`src/shared/adc_seq_pkg.sv`:
```
// package: constants and types for the conversion sequencer
// assumes: apb slave with 32-bit words, pclk at 25 mhz
package adc_seq_pkg;
	// ----------------------------------------
	// register byte offsets
	// ----------------------------------------
	localparam logic [11:0] ctrl_a_off      = 12'h000;
	localparam logic [11:0] ctrl_b_off      = 12'h004;
	localparam logic [11:0] ctrl_c_off      = 12'h008;
	localparam logic [11:0] result_high_off = 12'h00c;
	localparam logic [11:0] result_low_off  = 12'h010;
	localparam logic [11:0] flag_off        = 12'h014;
	localparam logic [11:0] irq_en_off      = 12'h018;
	// ----------------------------------------
	// field positions
	// ----------------------------------------
	localparam int on_bit      = 0;
	localparam int go_bit      = 1;
	localparam int chan_lsb    = 2;
	localparam int pref_lsb    = 0;
	localparam int nref_bit    = 2;
	localparam int clksel_lsb  = 4;
	localparam int justify_bit = 7;
	localparam int trig_lsb    = 4;
	localparam int done_bit    = 0;
	localparam int irq_en_bit  = 0;
	// ----------------------------------------
	// encodings and counts
	// ----------------------------------------
	localparam logic [3:0] trig_none     = 4'h0;
	localparam logic [3:0] trig_last     = 4'hd;
	localparam logic [1:0] rc_code_low   = 2'h3;
	localparam logic [1:0] pref_reserved = 2'h1;
	localparam int         result_bits   = 10;
	// 11.5 bit periods counted in half periods
	localparam logic [4:0] conv_half_periods = 5'd23;
	// one instruction cycle is four system clocks
	localparam logic [2:0] rc_start_delay = 3'd4;
	localparam logic [7:0] ctrl_reset    = 8'h00;
	localparam logic [9:0] sample_reset  = 10'h000;

	typedef enum logic [1:0] {st_idle, st_delay, st_conv} seq_state_e;

	typedef struct packed {
		logic [4:0] channel;
		logic [1:0] pos_ref;
		logic       neg_ref;
	} analog_sel_s;
endpackage

```
`src/logic/adc_conversion_sequencer.sv`:
```
// holds: apb control, timing and result logic of the 10-bit sar converter
// assumes: inputs synchronous to pclk, comparator answer valid per step
//
// Implementation choices: the placing of the registers and the APB slave port.
`timescale 1ns/1ns
`default_nettype none
module adc_conversion_sequencer
	import adc_seq_pkg::*;
(
	// apb
	input  wire logic        pclk,
	input  wire logic        presetn,
	input  wire logic        psel,
	input  wire logic        penable,
	input  wire logic        pwrite,
	input  wire logic [11:0] paddr,
	input  wire logic [31:0] pwdata,
	output logic      [31:0] prdata,
	output logic             pready,
	output logic             pslverr,
	// system
	input  wire logic        sleep_mode,
	input  wire logic        rc_clk_tick,
	input  wire logic [12:0] trigger_sources,
	// analog side
	input  wire logic        comparator_high,
	output logic      [9:0]  dac_trial,
	output logic             sample_hold_on,
	output logic             analog_power,
	output analog_sel_s      analog_sel,
	// processor
	output logic             wake_request
);
	// ----------------------------------------
	// registers
	// ----------------------------------------
	logic        on_reg, go_reg, done_reg, irq_en_reg, justify_reg;
	logic [4:0]  chan_reg;
	logic [2:0]  clksel_reg;
	logic [1:0]  pref_reg;
	logic        nref_reg;
	logic [3:0]  trig_reg;
	logic [7:0]  res_hi_reg, res_lo_reg;
	logic [9:0]  sar_reg;
	logic [3:0]  bit_idx_reg;
	logic [4:0]  half_cnt_reg;
	logic [5:0]  div_cnt_reg;
	logic [2:0]  delay_reg;
	logic        pd_reg;
	logic [12:0] trig_prev_reg;
	seq_state_e  state_reg;

	logic wr, rd, is_rc, tick, trig_rise, go_wr1, go_wr0;
	logic finish, abort_sw, abort_sleep, kick;
	logic [5:0] div_top;
	logic [9:0] part_val;

	assign wr = psel && penable && pwrite;
	assign rd = psel && penable && !pwrite;
	assign is_rc = (clksel_reg[1:0] == rc_code_low);
	assign go_wr1 = wr && paddr == ctrl_a_off && pwdata[go_bit];
	assign go_wr0 = wr && paddr == ctrl_a_off && !pwdata[go_bit];

	// ----------------------------------------
	// conversion clock select
	// ----------------------------------------
	always_comb begin
		case (clksel_reg)
		3'b000:  div_top = 6'd0;
		3'b100:  div_top = 6'd1;
		3'b001:  div_top = 6'd3;
		3'b101:  div_top = 6'd7;
		3'b010:  div_top = 6'd15;
		3'b110:  div_top = 6'd31;
		default: div_top = 6'd0;
		endcase
	end
	// half bit-period tick: sysclk/(top+1) per half is sysclk/n per period, n = 2*(top+1)
	always_ff @(posedge pclk or negedge presetn) begin
		if (!presetn)
			div_cnt_reg <= 6'd0;
		else if (state_reg != st_conv || div_cnt_reg == div_top)
			div_cnt_reg <= 6'd0;
		else
			div_cnt_reg <= div_cnt_reg + 6'd1;
	end
	// sysclk ticks stop in sleep, rc ticks keep running
	assign tick = is_rc ? rc_clk_tick
		: (!sleep_mode && div_cnt_reg == div_top);

	// ----------------------------------------
	// trigger edge detect
	// ----------------------------------------
	always_ff @(posedge pclk or negedge presetn) begin
		if (!presetn)
			trig_prev_reg <= 13'h0000;
		else
			trig_prev_reg <= trigger_sources;
	end
	always_comb begin
		trig_rise = 1'b0;
		if (trig_reg != trig_none && trig_reg <= trig_last)
			trig_rise = trigger_sources[trig_reg - 4'd1]
				&& !trig_prev_reg[trig_reg - 4'd1];
	end

	assign kick = on_reg && !go_reg && (go_wr1 || trig_rise);
	assign finish = state_reg == st_conv && tick
		&& half_cnt_reg == conv_half_periods - 5'd1;
	assign abort_sw = go_reg && go_wr0 && state_reg != st_idle;
	assign abort_sleep = state_reg != st_idle && sleep_mode && !is_rc;

	// ----------------------------------------
	// sequencer
	// ----------------------------------------
	always_ff @(posedge pclk or negedge presetn) begin
		if (!presetn) begin
			state_reg    <= st_idle;
			half_cnt_reg <= 5'd0;
			delay_reg    <= 3'd0;
		end else if (abort_sw || abort_sleep || !on_reg) begin
			state_reg <= st_idle;
		end else begin
			case (state_reg)
			st_idle: begin
				half_cnt_reg <= 5'd0;
				delay_reg    <= 3'd0;
				if (kick)
					state_reg <= is_rc ? st_delay : st_conv;
			end
			st_delay: begin
				delay_reg <= delay_reg + 3'd1;
				if (delay_reg == rc_start_delay - 3'd1)
					state_reg <= st_conv;
			end
			st_conv: begin
				if (tick)
					half_cnt_reg <= half_cnt_reg + 5'd1;
				if (finish)
					state_reg <= st_idle;
			end
			default: state_reg <= st_idle;
			endcase
		end
	end

	// successive approximation, one bit per two half ticks, msb first
	always_ff @(posedge pclk or negedge presetn) begin
		if (!presetn) begin
			sar_reg     <= sample_reset;
			bit_idx_reg <= 4'd9;
		end else if (state_reg != st_conv) begin
			sar_reg     <= sample_reset;
			bit_idx_reg <= 4'd9;
		end else if (tick && half_cnt_reg[0] && half_cnt_reg >= 5'd3
				&& bit_idx_reg != 4'hf) begin
			sar_reg[bit_idx_reg] <= comparator_high;
			bit_idx_reg <= bit_idx_reg - 4'd1;
		end
	end
	always_ff @(posedge pclk or negedge presetn) begin
		if (!presetn)
			dac_trial <= sample_reset;
		else begin
			dac_trial <= sar_reg;
			if (state_reg == st_conv && bit_idx_reg != 4'hf)
				dac_trial[bit_idx_reg] <= 1'b1;
		end
	end
	// partial result: unconverted bits copy the last converted one
	always_comb begin
		part_val = sar_reg;
		for (int i = 0; i < result_bits; i++)
			if (bit_idx_reg != 4'hf && i <= 32'(bit_idx_reg))
				part_val[i] = (bit_idx_reg == 4'd9) ? 1'b0
					: sar_reg[bit_idx_reg + 4'd1];
	end

	// ----------------------------------------
	// result bytes
	// ----------------------------------------
	always_ff @(posedge pclk or negedge presetn) begin
		if (!presetn) begin
			res_hi_reg <= ctrl_reset;
			res_lo_reg <= ctrl_reset;
		end else if (finish || abort_sw) begin
			if (justify_reg) begin
				res_hi_reg <= {6'h00, part_val[9:8]};
				res_lo_reg <= part_val[7:0];
			end else begin
				res_hi_reg <= part_val[9:2];
				res_lo_reg <= {part_val[1:0], 6'h00};
			end
		end else if (wr && paddr == result_high_off) begin
			res_hi_reg <= pwdata[7:0];
		end else if (wr && paddr == result_low_off) begin
			res_lo_reg <= pwdata[7:0];
		end
	end

	// ----------------------------------------
	// control registers
	// ----------------------------------------
	always_ff @(posedge pclk or negedge presetn) begin
		if (!presetn) begin
			on_reg      <= 1'b0;
			chan_reg    <= 5'd0;
			justify_reg <= 1'b0;
			clksel_reg  <= 3'd0;
			pref_reg    <= 2'd0;
			nref_reg    <= 1'b0;
			trig_reg    <= 4'd0;
			irq_en_reg  <= 1'b0;
		end else if (wr) begin
			case (paddr)
			ctrl_a_off: begin
				on_reg   <= pwdata[on_bit];
				chan_reg <= pwdata[chan_lsb +: 5];
			end
			ctrl_b_off: begin
				justify_reg <= pwdata[justify_bit];
				clksel_reg  <= pwdata[clksel_lsb +: 3];
				nref_reg    <= pwdata[nref_bit];
				if (pwdata[pref_lsb +: 2] != pref_reserved)
					pref_reg <= pwdata[pref_lsb +: 2];
			end
			ctrl_c_off: trig_reg <= pwdata[trig_lsb +: 4];
			irq_en_off: irq_en_reg <= pwdata[irq_en_bit];
			default: ;
			endcase
		end
	end
	// go held for the whole conversion, hardware clear at end
	always_ff @(posedge pclk or negedge presetn) begin
		if (!presetn)
			go_reg <= 1'b0;
		else if (!on_reg || finish || abort_sleep || abort_sw)
			go_reg <= 1'b0;
		else if (kick)
			go_reg <= 1'b1;
	end
	// done flag: set wins over clear, hardware never clears
	always_ff @(posedge pclk or negedge presetn) begin
		if (!presetn)
			done_reg <= 1'b0;
		else if (finish)
			done_reg <= 1'b1;
		else if (wr && paddr == flag_off && !pwdata[done_bit])
			done_reg <= 1'b0;
	end
	// power-down in sleep keeps converter_on readable as one
	always_ff @(posedge pclk or negedge presetn) begin
		if (!presetn)
			pd_reg <= 1'b0;
		else if (!sleep_mode || !on_reg)
			pd_reg <= 1'b0;
		else if (abort_sleep || (finish && !irq_en_reg))
			pd_reg <= 1'b1;
	end
	always_ff @(posedge pclk or negedge presetn) begin
		if (!presetn)
			wake_request <= 1'b0;
		else
			wake_request <= finish && sleep_mode && irq_en_reg;
	end
	always_ff @(posedge pclk or negedge presetn) begin
		if (!presetn) begin
			analog_power   <= 1'b0;
			sample_hold_on <= 1'b0;
			analog_sel     <= '0;
		end else begin
			analog_power   <= on_reg && !pd_reg;
			sample_hold_on <= on_reg && state_reg == st_idle;
			analog_sel     <= '{chan_reg, pref_reg, nref_reg};
		end
	end

	// ----------------------------------------
	// apb read
	// ----------------------------------------
	always_ff @(posedge pclk or negedge presetn) begin
		if (!presetn) begin
			prdata  <= 32'h0000_0000;
			pready  <= 1'b0;
			pslverr <= 1'b0;
		end else begin
			pready  <= psel && !penable;
			pslverr <= 1'b0;
			prdata  <= 32'h0000_0000;
			if (psel && !penable) begin
				case (paddr)
				ctrl_a_off:      prdata[7:0] <= {1'b0, chan_reg, go_reg, on_reg};
				ctrl_b_off:      prdata[7:0] <= {justify_reg, clksel_reg, 1'b0,
					nref_reg, pref_reg};
				ctrl_c_off:      prdata[7:0] <= {trig_reg, 4'h0};
				result_high_off: prdata[7:0] <= res_hi_reg;
				result_low_off:  prdata[7:0] <= res_lo_reg;
				flag_off:        prdata[0]   <= done_reg;
				irq_en_off:      prdata[0]   <= irq_en_reg;
				default:         pslverr     <= 1'b1;
				endcase
			end
		end
	end
	logic unused_rd;
	assign unused_rd = rd;

	// ----------------------------------------
	// checks
	// ----------------------------------------
	chk_done_on_finish: assert property (
		@(posedge pclk) disable iff (!presetn)
		finish |=> done_reg) else $error("done flag not set");
	chk_done_sticky: assert property (
		@(posedge pclk) disable iff (!presetn)
		done_reg && !(wr && paddr == flag_off) |=> done_reg)
		else $error("done flag dropped by hardware");
	chk_go_cleared: assert property (
		@(posedge pclk) disable iff (!presetn)
		finish |=> !go_reg) else $error("go not cleared at end");
	chk_go_held: assert property (
		@(posedge pclk) disable iff (!presetn)
		state_reg == st_conv |-> go_reg) else $error("go low in conv");
	chk_rc_delay: assert property (
		@(posedge pclk) disable iff (!presetn)
		state_reg == st_idle && kick && is_rc && !sleep_mode
		|=> state_reg == st_delay [*4])
		else $error("rc start delay wrong");
	chk_right_zero: assert property (
		@(posedge pclk) disable iff (!presetn)
		finish && justify_reg |=> res_hi_reg[7:2] == 6'h00)
		else $error("upper bits not zero");
	chk_left_zero: assert property (
		@(posedge pclk) disable iff (!presetn)
		finish && !justify_reg |=> res_lo_reg[5:0] == 6'h00)
		else $error("lower bits not zero");
	chk_wake_req: assert property (
		@(posedge pclk) disable iff (!presetn)
		finish && sleep_mode && irq_en_reg |=> wake_request)
		else $error("no wake request");
	chk_sleep_abort: assert property (
		@(posedge pclk) disable iff (!presetn)
		state_reg == st_conv && sleep_mode && !is_rc |=> !go_reg && on_reg)
		else $error("sleep abort wrong");
	chk_off_idle: assert property (
		@(posedge pclk) disable iff (!presetn)
		!on_reg |=> state_reg == st_idle) else $error("runs while off");
	chk_sleep_pd: assert property (
		@(posedge pclk) disable iff (!presetn)
		finish && sleep_mode && !irq_en_reg |-> ##2 !analog_power)
		else $error("no power-down after sleep finish");
	chk_abort_stop: assert property (
		@(posedge pclk) disable iff (!presetn)
		abort_sw |=> !go_reg && state_reg == st_idle)
		else $error("abort did not stop");
endmodule // adc_conversion_sequencer
`default_nettype wire

```
`config.mk`:
```
export PLATFORM = sky130hd
export DESIGN_NAME = adc_conversion_sequencer
export DESIGN_NICKNAME = d
export VERILOG_FILES = /design/src/shared/adc_seq_pkg.sv /design/src/logic/adc_conversion_sequencer.sv
export SDC_FILE = /design/constraint.sdc
export NUM_CORES = 1
export LEC_CHECK = 0
export BUFFER_PORTS_ARGS = -buffer_cell sky130_fd_sc_hd__buf_2
export CAP_MARGIN = 20
export CORE_AREA = 3 3 115 139
export DETAILED_ROUTE_END_ITERATION = 10
export DIE_AREA = 0 0 118 142
export PLACE_DENSITY = 0.64
export SLEW_MARGIN = 40
export SYNTH_ARGS = -nofsm -noshare
export SYNTH_HDL_FRONTEND = slang
export SYNTH_SLANG_ARGS = --single-unit
```
`constraint.sdc`:
```
create_clock -name pclk -period 5.6 [get_ports pclk]
set_input_delay 0.84 -clock pclk [delete_from_list [all_inputs] [get_ports pclk]]
set_output_delay 0.84 -clock pclk [all_outputs]
set_load 0.02 [all_outputs]
```
Word level (Yosys, flattened, before mapping) --
Cells that the tools add are included. Widths: inputs -> output; s select.
Word-level totals: flip-flop bits (word level) 111, bits of input ports 65, output and inout port bits 55, logic and storage cells 217
Cells by class: $add $sub $neg 6, magnitude comparators 15, equal/unequal tests 26, muxes and demuxes 56, bitwise logic cells 2, reduce and logical (&&, ||, !) cells 82
Operator list (number):
- $mux 8 | 8
- $logic_and 1x1->1 | 40
- $eq 12x5->1 const B | 3
- $pmux 7 s5 | 1
- $mux 10 | 3
- $mux 1 | 25
- $pmux 5 s5 | 1
- $eq 12x4->1 const B | 2
- $reduce_bool 2->1 | 9
- $le 3x4->1 const A | 4
- $lt 4x5->1 const B | 3
- $bmux 1 s4 | 3
- $eq 12x3->1 const B | 1
- $logic_not 12->1 | 1
- $reduce_and 2->1 | 6
- $bwmux 10 | 1
- $logic_not 1->1 | 10
- $logic_or 1x1->1 | 10
- $mux 2 | 5
- $or 10x10->10 | 1
- $pmux 5 s2 | 1
- $eq 3x3->1 const B | 3
- $ne 3x3->1 const B | 3
- $reduce_and 3->1 | 3
- 32 further kinds | 40

Logic depth before layout (Yosys ltp) --
Gate-level depths: netlist of the first run.
depth in word-level cells 11, depth in mapped cells 11, gate-level depth less buffers 9

Worst setup path after synthesis of the first run --
No wires, ideal clock.
kind reg2reg, start point register bit_idx_reg[0], end point register res_lo_reg[6], library setup time 0.076 ns, data arrival time 2.818 ns, data required time 5.524 ns, slack 2.706 ns, stages on the path, launching flop included 12, path buffers 2, period minus slack after synthesis 2.894 ns, cells stage by stage dfstp_2 -> buf_6 -> inv_1 -> ha_1 -> mux4_2 -> a2111oi_0 -> or4_1 -> buf_6 -> nor2_8 -> a21oi_2 -> or4_1 -> o21ai_1
Between the ends: word-level cells in the longest chain between the ends 7, elaborated cells between the ends (all ways) 12, those cells by class 1 x add/sub; 1 x order compare; 2 x eq/ne; 7 x mux; 1 x reduce/logical
RTL lines:
- start: declaration | line adc_conversion_sequencer.sv:45 | logic [3:0] bit_idx_reg;
- start signal: assignment | line adc_conversion_sequencer.sv:158 | bit_idx_reg <= bit_idx_reg - 4'd1;
- $add 4x1->4 | line adc_conversion_sequencer.sv:176 | : sar_reg[bit_idx_reg + 4'd1];
- $bmux 1 s4 | line adc_conversion_sequencer.sv:176
- $mux 1 (implied by the code) | line adc_conversion_sequencer.sv:176
- $mux 1 | line adc_conversion_sequencer.sv:175 | part_val[i] = (bit_idx_reg == 4'd9) ? 1'b0
- $mux 1 | line adc_conversion_sequencer.sv:174 | if (bit_idx_reg != 4'hf && i <= 32'(bit_idx_reg))
- $mux 8 (*) | line adc_conversion_sequencer.sv:187 | if (justify_reg) begin
- $mux 8 (*) | line adc_conversion_sequencer.sv:186 | end else if (finish || abort_sw) begin
- end signal: assignment | line adc_conversion_sequencer.sv:185 | res_lo_reg <= ctrl_reset;
- end signal: assignment | line adc_conversion_sequencer.sv:189 | res_lo_reg <= part_val[7:0];
- end signal: assignment | line adc_conversion_sequencer.sv:192 | res_lo_reg <= {part_val[1:0], 6'h00};
- end: declaration | line adc_conversion_sequencer.sv:43 | logic [7:0] res_hi_reg, res_lo_reg;
Mark *: on every way between the ends. The rest lies on a longest branch, timed or not. The select of a mux whose other input is x is not followed. A chain may end at the register's enable or synchronous reset.

Worst setup path in the final report of the first run --
Ends and elaborated chain as after synthesis.

==> metrics, run 1 <==
outcome completed; CP required between 5 and 6 ns; max reg flops 13; Fmax achieved 301.5 MHz; share of cells above drive strength 1 approximately a fifth; detailed-route via count about 4,500; IO Count 120; crit-path max cell delay 0.75 ns; Final Util around 44%; routed vias/inst between 5 and 6; Max transition margin a little under half; #FFs+latches synth 111; Post-synth ARST share 100.0%; register clock-pin slew on the reported worst setup and hold paths 0.08 ns; DR iter-0 viols 450; CTS root buffer clkbuf_16; post_cts resized 0; sw frac approximately 25%; final WL 13.87 mm; DRT antenna net count 0; vias in the first global route about 4,500; combinational power share 4.5%; Mapped Cells roughly 570; RR Startpoint bit_idx_reg[0]$_DFFE_PN1P_; P&R area growth vs syn 12.47%; clk_skew approximately 0.012 ns; Final Setup Violations 0; top_reg_cell synth dfrtp_1; Setup TNS 0 ns; Num CTS Buffers 9; core region area ~15,000 um^2; crit path max fanout 10; # rows 49; cell taking the most area after synthesis dfrtp_1; FF/Latch Area ~2800 um^2; RSZ-0062 raised after global routing no; max-cap viol count 0; Slew @ Worst Pin approximately 0.8 ns; Hold Crit Start chan_reg[3]$_DFFE_PN0N_; most used cell, CP or4_1; Worst-Skew Late Latency 0.36 ns; clock power share between 40 and 50%; R2R Path End res_lo_reg[6]$_DFFE_PN0P_; PortBufs about 70; WS Path Type reg -> reg; r2r setup slk around 2.3 ns; commonest non-fill, non-tap cell in the layout dfrtp_1; Yosys top cell area share between 40% and 50%; R2R depth 9; Peak VDD IR approximately 0.14 mV; CTS tree built; worst-path cell chain inv_1, ha_1, mux4_2, a2111oi_0, or4_1, nor2_8, a21oi_2, or4_1, o21ai_1; Critical Path Sink Type flip-flop; Die W about 120 um; fin cells 843; dpl cells roughly 830; Max Root-Sink Buffers 2; ranking of synthesized cells by area dfrtp_1 (47%), mux2i_1 (4.3%), ha_1 (3.6%); Cell variety after synth between 60 and 70; Crit-path slowest cell or4_1; fillers ~1,400; DIE AREA 16,760 um^2; global-route wire length before repair ~23 mm; Pint ~1.1 mW; Multi-input gate area 2736 um^2; residual DRC count 0; total power draw 1.530 mW; Lkg Pwr ~3.2 nW; initial cell density of the core 39.15%; CTS H-tree depth 3; GRT overflow 0; DP HPWL between 10 and 15 mm; sw power approximately 390 uW; die outline height about 140 um; Crit path depth 9; register share of total power 52.9%; clock sink total about 110; crit path time final between 3 and 4 ns; Crit path buffers/inverters 1; crit path DAT between 3 and 4 ns; gp weighted congestion 0.8357; Pwr Density around 230 nW/um^2; 1st-pass router iterations 4; Total GRT Usage around 17%; # diodes 0; Post-layout nets between 700 and 800; commonest non-fill, non-tap cells in the layout dfrtp_1 (109), buf_2 (70), nand2_1 (48), nor2_1 (42), nand3_1 (30); number of synthesized flops with an enable pin 0; Post-CTS Hold Buffers 0; Hold Crit Class reg -> reg; Post-Syn Area per Cell ~10 um^2; max-slew violations 0; cell family with most CP delay simple AND/OR/NAND/NOR gates; initial antenna violation count 0; Ys Warns 0; sequential-to-total area share from yosys stat between 40% and 50%; Hold Path Depth 0; routed len/inst 16.45 um; CP Launch Type flip-flop; final period utilization just under 60%; Syn Std Cell Area 5832 um^2; Final Hold Viols 0; largest net degree at the start of global routing 66; # Post-CTS Setup Buffers 0; WHS Endpoint analog_sel[6]$_DFF_PN0_
[power by group through the flow]
| stage | logic [mW] | registers, mW | clock network (mW) |
|---|---|---|---|
| floorplan | 0.0404 | 0.826 | 0 |
| global placement | 0.0669 | 0.825 | 0 |
| detailed placement | 0.0686 | 0.826 | 0 |
| CTS | 0.0688 | 0.810 | 0.666 |
| global route | 0.0766 | 0.810 | 0.695 |
| finish | 0.0682 | 0.810 | 0.652 |
[worst max path at each step]
stage          slack, ns                        end                       start
2_1_floorplan       2.71  res_lo_reg[6]$_DFFE_PN0P_  bit_idx_reg[0]$_DFFE_PN1P_
3_3_place_gp        2.10  res_lo_reg[1]$_DFFE_PN0P_                    paddr[9]
3_5_place_dp        2.10  res_lo_reg[3]$_DFFE_PN0P_                    paddr[9]
4_1_cts             2.29  res_lo_reg[6]$_DFFE_PN0P_  bit_idx_reg[0]$_DFFE_PN1P_
5_1_grt             2.15  res_lo_reg[6]$_DFFE_PN0P_  bit_idx_reg[0]$_DFFE_PN1P_
6_report            2.28  res_lo_reg[6]$_DFFE_PN0P_  bit_idx_reg[0]$_DFFE_PN1P_
[synth_stat cells (all sizes together), types with 2 or more instances]
cell	number
ha	17
clkbuf	10
mux2i	25
a22oi	10
and3	6
a21oi	20
a221oi	2
nor3	20
a2111oi	3
a31oi	6
a21o	10
xnor2	5
buf	36
or3	4
and4	2
o32ai	5
nand3b	4
dfstp	2
or4	5
dfrtp	109
a222oi	4
nor4	3
nor2	44
o31ai	8
nand2b	7
nor3b	3
nand2	48
mux2	18
o22a	2
nand4	5
and2	2
inv	28
o22ai	7
o41ai	2
xor2	7
o211ai	3
o32a	3
o21ai	23
nand3	30
nor2b	9
a211o	2
mux4	3
[metrics by stage]
| stage | instance area, um^2 | setup slack, ns | hold WS, ns |
|---|---|---|---|
| final | 6559 | 2.284 | 0.4010 |
| after global routing | 6559 | 2.150 | 0.4183 |
| after CTS | 6553 | 2.286 | 0.4091 |
| after detailed placement | 6247 | 2.102 | 0.3909 |
| after global placement | 6247 | 2.098 | 0.3801 |
| after floorplan | 5918 | 2.706 | 0.3683 |
[layer usage]
layer | track usage (%) | vias up | wire (um)
met5 | 0 | - | 0
met4 | 6.790 | 0 | 304
met3 | 2.386 | 21 | 526
met2 | 29.01 | 109 | 6981
met1 | 20.69 | 2207 | 6052
li1 | - | 2139 | -
[cell type report]
| cell class | count | area share [%] |
|---|---|---|
| clock buffers | 9 | 3.434 |
| clock inverters | 7 | 1.221 |
| inverters | 28 | 1.602 |
| multi-input cells | 411 | 41.72 |
| flip-flops and latches | 111 | 42.39 |
| well taps | 204 | 3.892 |
| repair buffers | 73 | 5.742 |
[logic make-up after synthesis]
family                     Yosys count  share of synthesized area, %
other                                1                       0.06430
xor gates and xnor gates            12                         1.802
and+or+nand+nor                    195                         16.78
DFF                                111                         47.67
buffers and inverters               74                         6.930
muxes                               46                         8.925
AOI/OAI and AO/OA                  117                         14.18
adders and majority gates           17                         3.647
[worst reg2reg max path, cell delays in order, from the launching register on]
cell       delay [ns]
dfstp_2          0.66
inv_1            0.17
ha_1             0.39
mux4_2           0.25
a2111oi_0        0.06
or4_1            0.75
nor2_8           0.24
a21oi_2          0.07
or4_1            0.55
o21ai_1          0.10
Power figures use the tool's default switching activity.
==> run 2: changes to the inputs <==
--- a/config.mk
+++ b/config.mk
@@ -10,7 +10,7 @@
 export CORE_AREA = 3 3 115 139
 export DETAILED_ROUTE_END_ITERATION = 10
 export DIE_AREA = 0 0 118 142
-export PLACE_DENSITY = 0.64
+export PLACE_DENSITY = 0.67
 export SLEW_MARGIN = 40
 export SYNTH_ARGS = -nofsm -noshare
 export SYNTH_HDL_FRONTEND = slang
==> constraint.sdc (replaced) <==
create_clock -name pclk -period 2.9 [get_ports pclk]
set_input_delay 0.435 -clock pclk [delete_from_list [all_inputs] [get_ports pclk]]
set_output_delay 0.435 -clock pclk [all_outputs]
set_load 0.02 [all_outputs]
==> run 2 against run 1 <==
Against the previous run:
- via count rose by 5.4%
- critical path depth shrank 1
- total power grew 96%
- sequential share of layout area decreased by 1.6 points
- utilization rose by 1.8 points
- combinational power is 99% higher
- sequential power up 93%
==> metrics, run 2 (synthesis results as in run 1) <==
R2R Path End res_lo_reg[7]$_DFFE_PN0P_; CP Launch Type flip-flop; PortBufs 71 (unchanged); RR Startpoint bit_idx_reg[0]$_DFFE_PN1P_; CTS H-tree depth 3 (unchanged); initial cell density of the core 39.15% (unchanged); fin cells 867 (+2.8%); final period utilization 96.32% (+37 points); die outline height 142 um (unchanged); # rows 49 (unchanged); Final Setup Violations 0 (unchanged); Peak VDD IR 0.3021 mV (+120%); r2r setup slk 0.11 ns (-2.18 ns); fillers 1,403 (-0.36%); DP HPWL 10.59 mm (+4.8%); routed vias/inst 5.443 (+2.5%); most used cell, CP buf_4; Num CTS Buffers 9 (unchanged); Max Root-Sink Buffers 2 (unchanged); Worst-Skew Late Latency 0.35 ns (about the same); outcome completed; 1st-pass router iterations 5 (+1); worst-path cell chain buf_4, mux4_2, a2111oi_0, or4_4, buf_4, nor3_1, a2111oi_2, a221oi_1; dpl cells 850 (+2.8%); commonest non-fill, non-tap cells in the layout dfrtp_1 (109), buf_2 (70), nand2_1 (48), nor2_1 (43), nand3_1 (30); Max transition margin 49.96% (+4.5 points); P&R area growth vs syn 16.97%; CTS tree built; commonest non-fill, non-tap cell in the layout dfrtp_1; final WL 14.25 mm (+2.8%); GRT overflow 0 (unchanged); IO Count 120 (unchanged); Post-CTS Hold Buffers 0 (unchanged); max reg flops 13 (unchanged); Setup TNS 0 ns (unchanged); largest net degree at the start of global routing 59 (-11%); max-slew violations 0 (unchanged); max-cap viol count 0 (unchanged); Hold Crit Class in -> async; total power draw 2.994 mW (+96%); crit-path max cell delay 0.55 ns (-0.20 ns); Pwr Density 438.9 nW/um^2 (+88%); register clock-pin slew on the reported worst setup and hold paths 0.08 ns (about the same); clk_skew 0.01100 ns (-0.0005669 ns); vias in the first global route 4,749 (+5.0%); global-route wire length before repair 23.14 mm (+1.9%); Total GRT Usage 16.81% (+0.26 points); Fmax achieved 358.0 MHz (+19%); DIE AREA 16,760 um^2 (unchanged); gp weighted congestion 0.8520 (+2.0%); Post-layout nets 740 (+3.4%); CTS root buffer clkbuf_16; Critical Path Sink Type flip-flop; # diodes 0 (unchanged); fin area 6822 um^2 (+4.0%); R2R depth 8 (-1); DR iter-0 viols 438 (-2.7%); share of cells above drive strength 1 23.38% (+4.1 points); Die W 118 um (unchanged); core region area 14,900 um^2 (unchanged); CP required 3.11 ns (-2.77 ns); DP Area 6432 um^2 (+3.0%); Final Hold Viols 0 (unchanged); crit path DAT 3.01 ns (-0.59 ns); Crit-path slowest cell mux4_2; DRT antenna net count 0 (unchanged); detailed-route via count 4,719 (+5.4%); Final Util 45.79% (+1.8 points); crit path time final 2.793 ns (-0.5231 ns); routed len/inst 16.43 um (about the same); clock sink total 111 (unchanged); Lkg Pwr 3.317 nW (+4.7%); crit path max fanout 9 (-1); WS Path Type reg -> reg; Slew @ Worst Pin 0.7506 ns (-0.06109 ns); initial antenna violation count 0 (unchanged); residual DRC count 0 (unchanged)
## run 2: how the worst max path moves through the flow
stage | depth (start not counted) | start | slack, ns | endpoint
2_1_floorplan | 11 | bit_idx_reg[0]$_DFFE_PN1P_ | 0.006 | res_lo_reg[6]$_DFFE_PN0P_
3_5_place_dp | 9 | bit_idx_reg[0]$_DFFE_PN1P_ | -0.006 | res_lo_reg[7]$_DFFE_PN0P_
3_3_place_gp | 9 | bit_idx_reg[0]$_DFFE_PN1P_ | 0.08 | res_lo_reg[6]$_DFFE_PN0P_
5_1_grt | 10 | bit_idx_reg[0]$_DFFE_PN1P_ | -0.02 | res_hi_reg[5]$_DFFE_PN0P_
4_1_cts | 9 | bit_idx_reg[0]$_DFFE_PN1P_ | 0.07 | res_lo_reg[7]$_DFFE_PN0P_
6_report | 8 | bit_idx_reg[0]$_DFFE_PN1P_ | 0.11 | res_lo_reg[7]$_DFFE_PN0P_
## run 2: what timing repair did
item | CTS | global route
pin swaps | 0 | 2
setup buffers | 0 | 1
resized for setup | 2 | 10
setup endpoints to repair | 1 | 10
## run 2: power by group
group	internal, mW	total (mW)	leakage [nW]	switching, mW
sequential	1.56	1.56	1.50	0.00433
clock	0.708	1.29	0.155	0.587
combinational	0.0386	0.136	1.67	0.0971
total	2.31	2.99	3.32	0.688
## run 2: critical path: cells and delay by family (launching register included)
kind,cells,cell delay (ns)
flip-flops,1,0.54
buffers and inverters,2,0.31
multiplexers,1,0.55
AND/OR/NAND/NOR,2,0.32
AO/OA/AOI/OAI,3,0.93
## run 2: final cells by class
| class | count | area, um^2 | share of cell area (%) |
|---|---|---|---|
| clock buffer | 10 | 239.0 | 3.503 |
| clock inverter | 6 | 76.32 | 1.119 |
| sequential | 111 | 2780 | 40.76 |
| timing repair buffer | 97 | 578.1 | 8.474 |
| inverter | 28 | 105.1 | 1.541 |
| multi-input combinational | 411 | 2788 | 40.87 |
| tap | 204 | 255.2 | 3.742 |
## run 2: routing by layer
| metal | GRT usage (%) | wire [um] |
|---|---|---|
| met1 | 19.58 | 5750 |
| met4 | 7.654 | 460 |
| met5 | 0 | 0 |
| met3 | 3.300 | 651 |
| met2 | 30.13 | 7387 |
## run 2: stage by stage
stage / setup WS (ns) / hold WS (ns)
2_1_floorplan: 0.005664 / 0.1394
3_3_place_gp: 0.08226 / 0.3810
3_5_place_dp: -0.005590 / 0.3915
4_1_cts: 0.07150 / 0.1664
5_1_grt: -0.01967 / 0.1894
6_report: 0.1068 / 0.1383
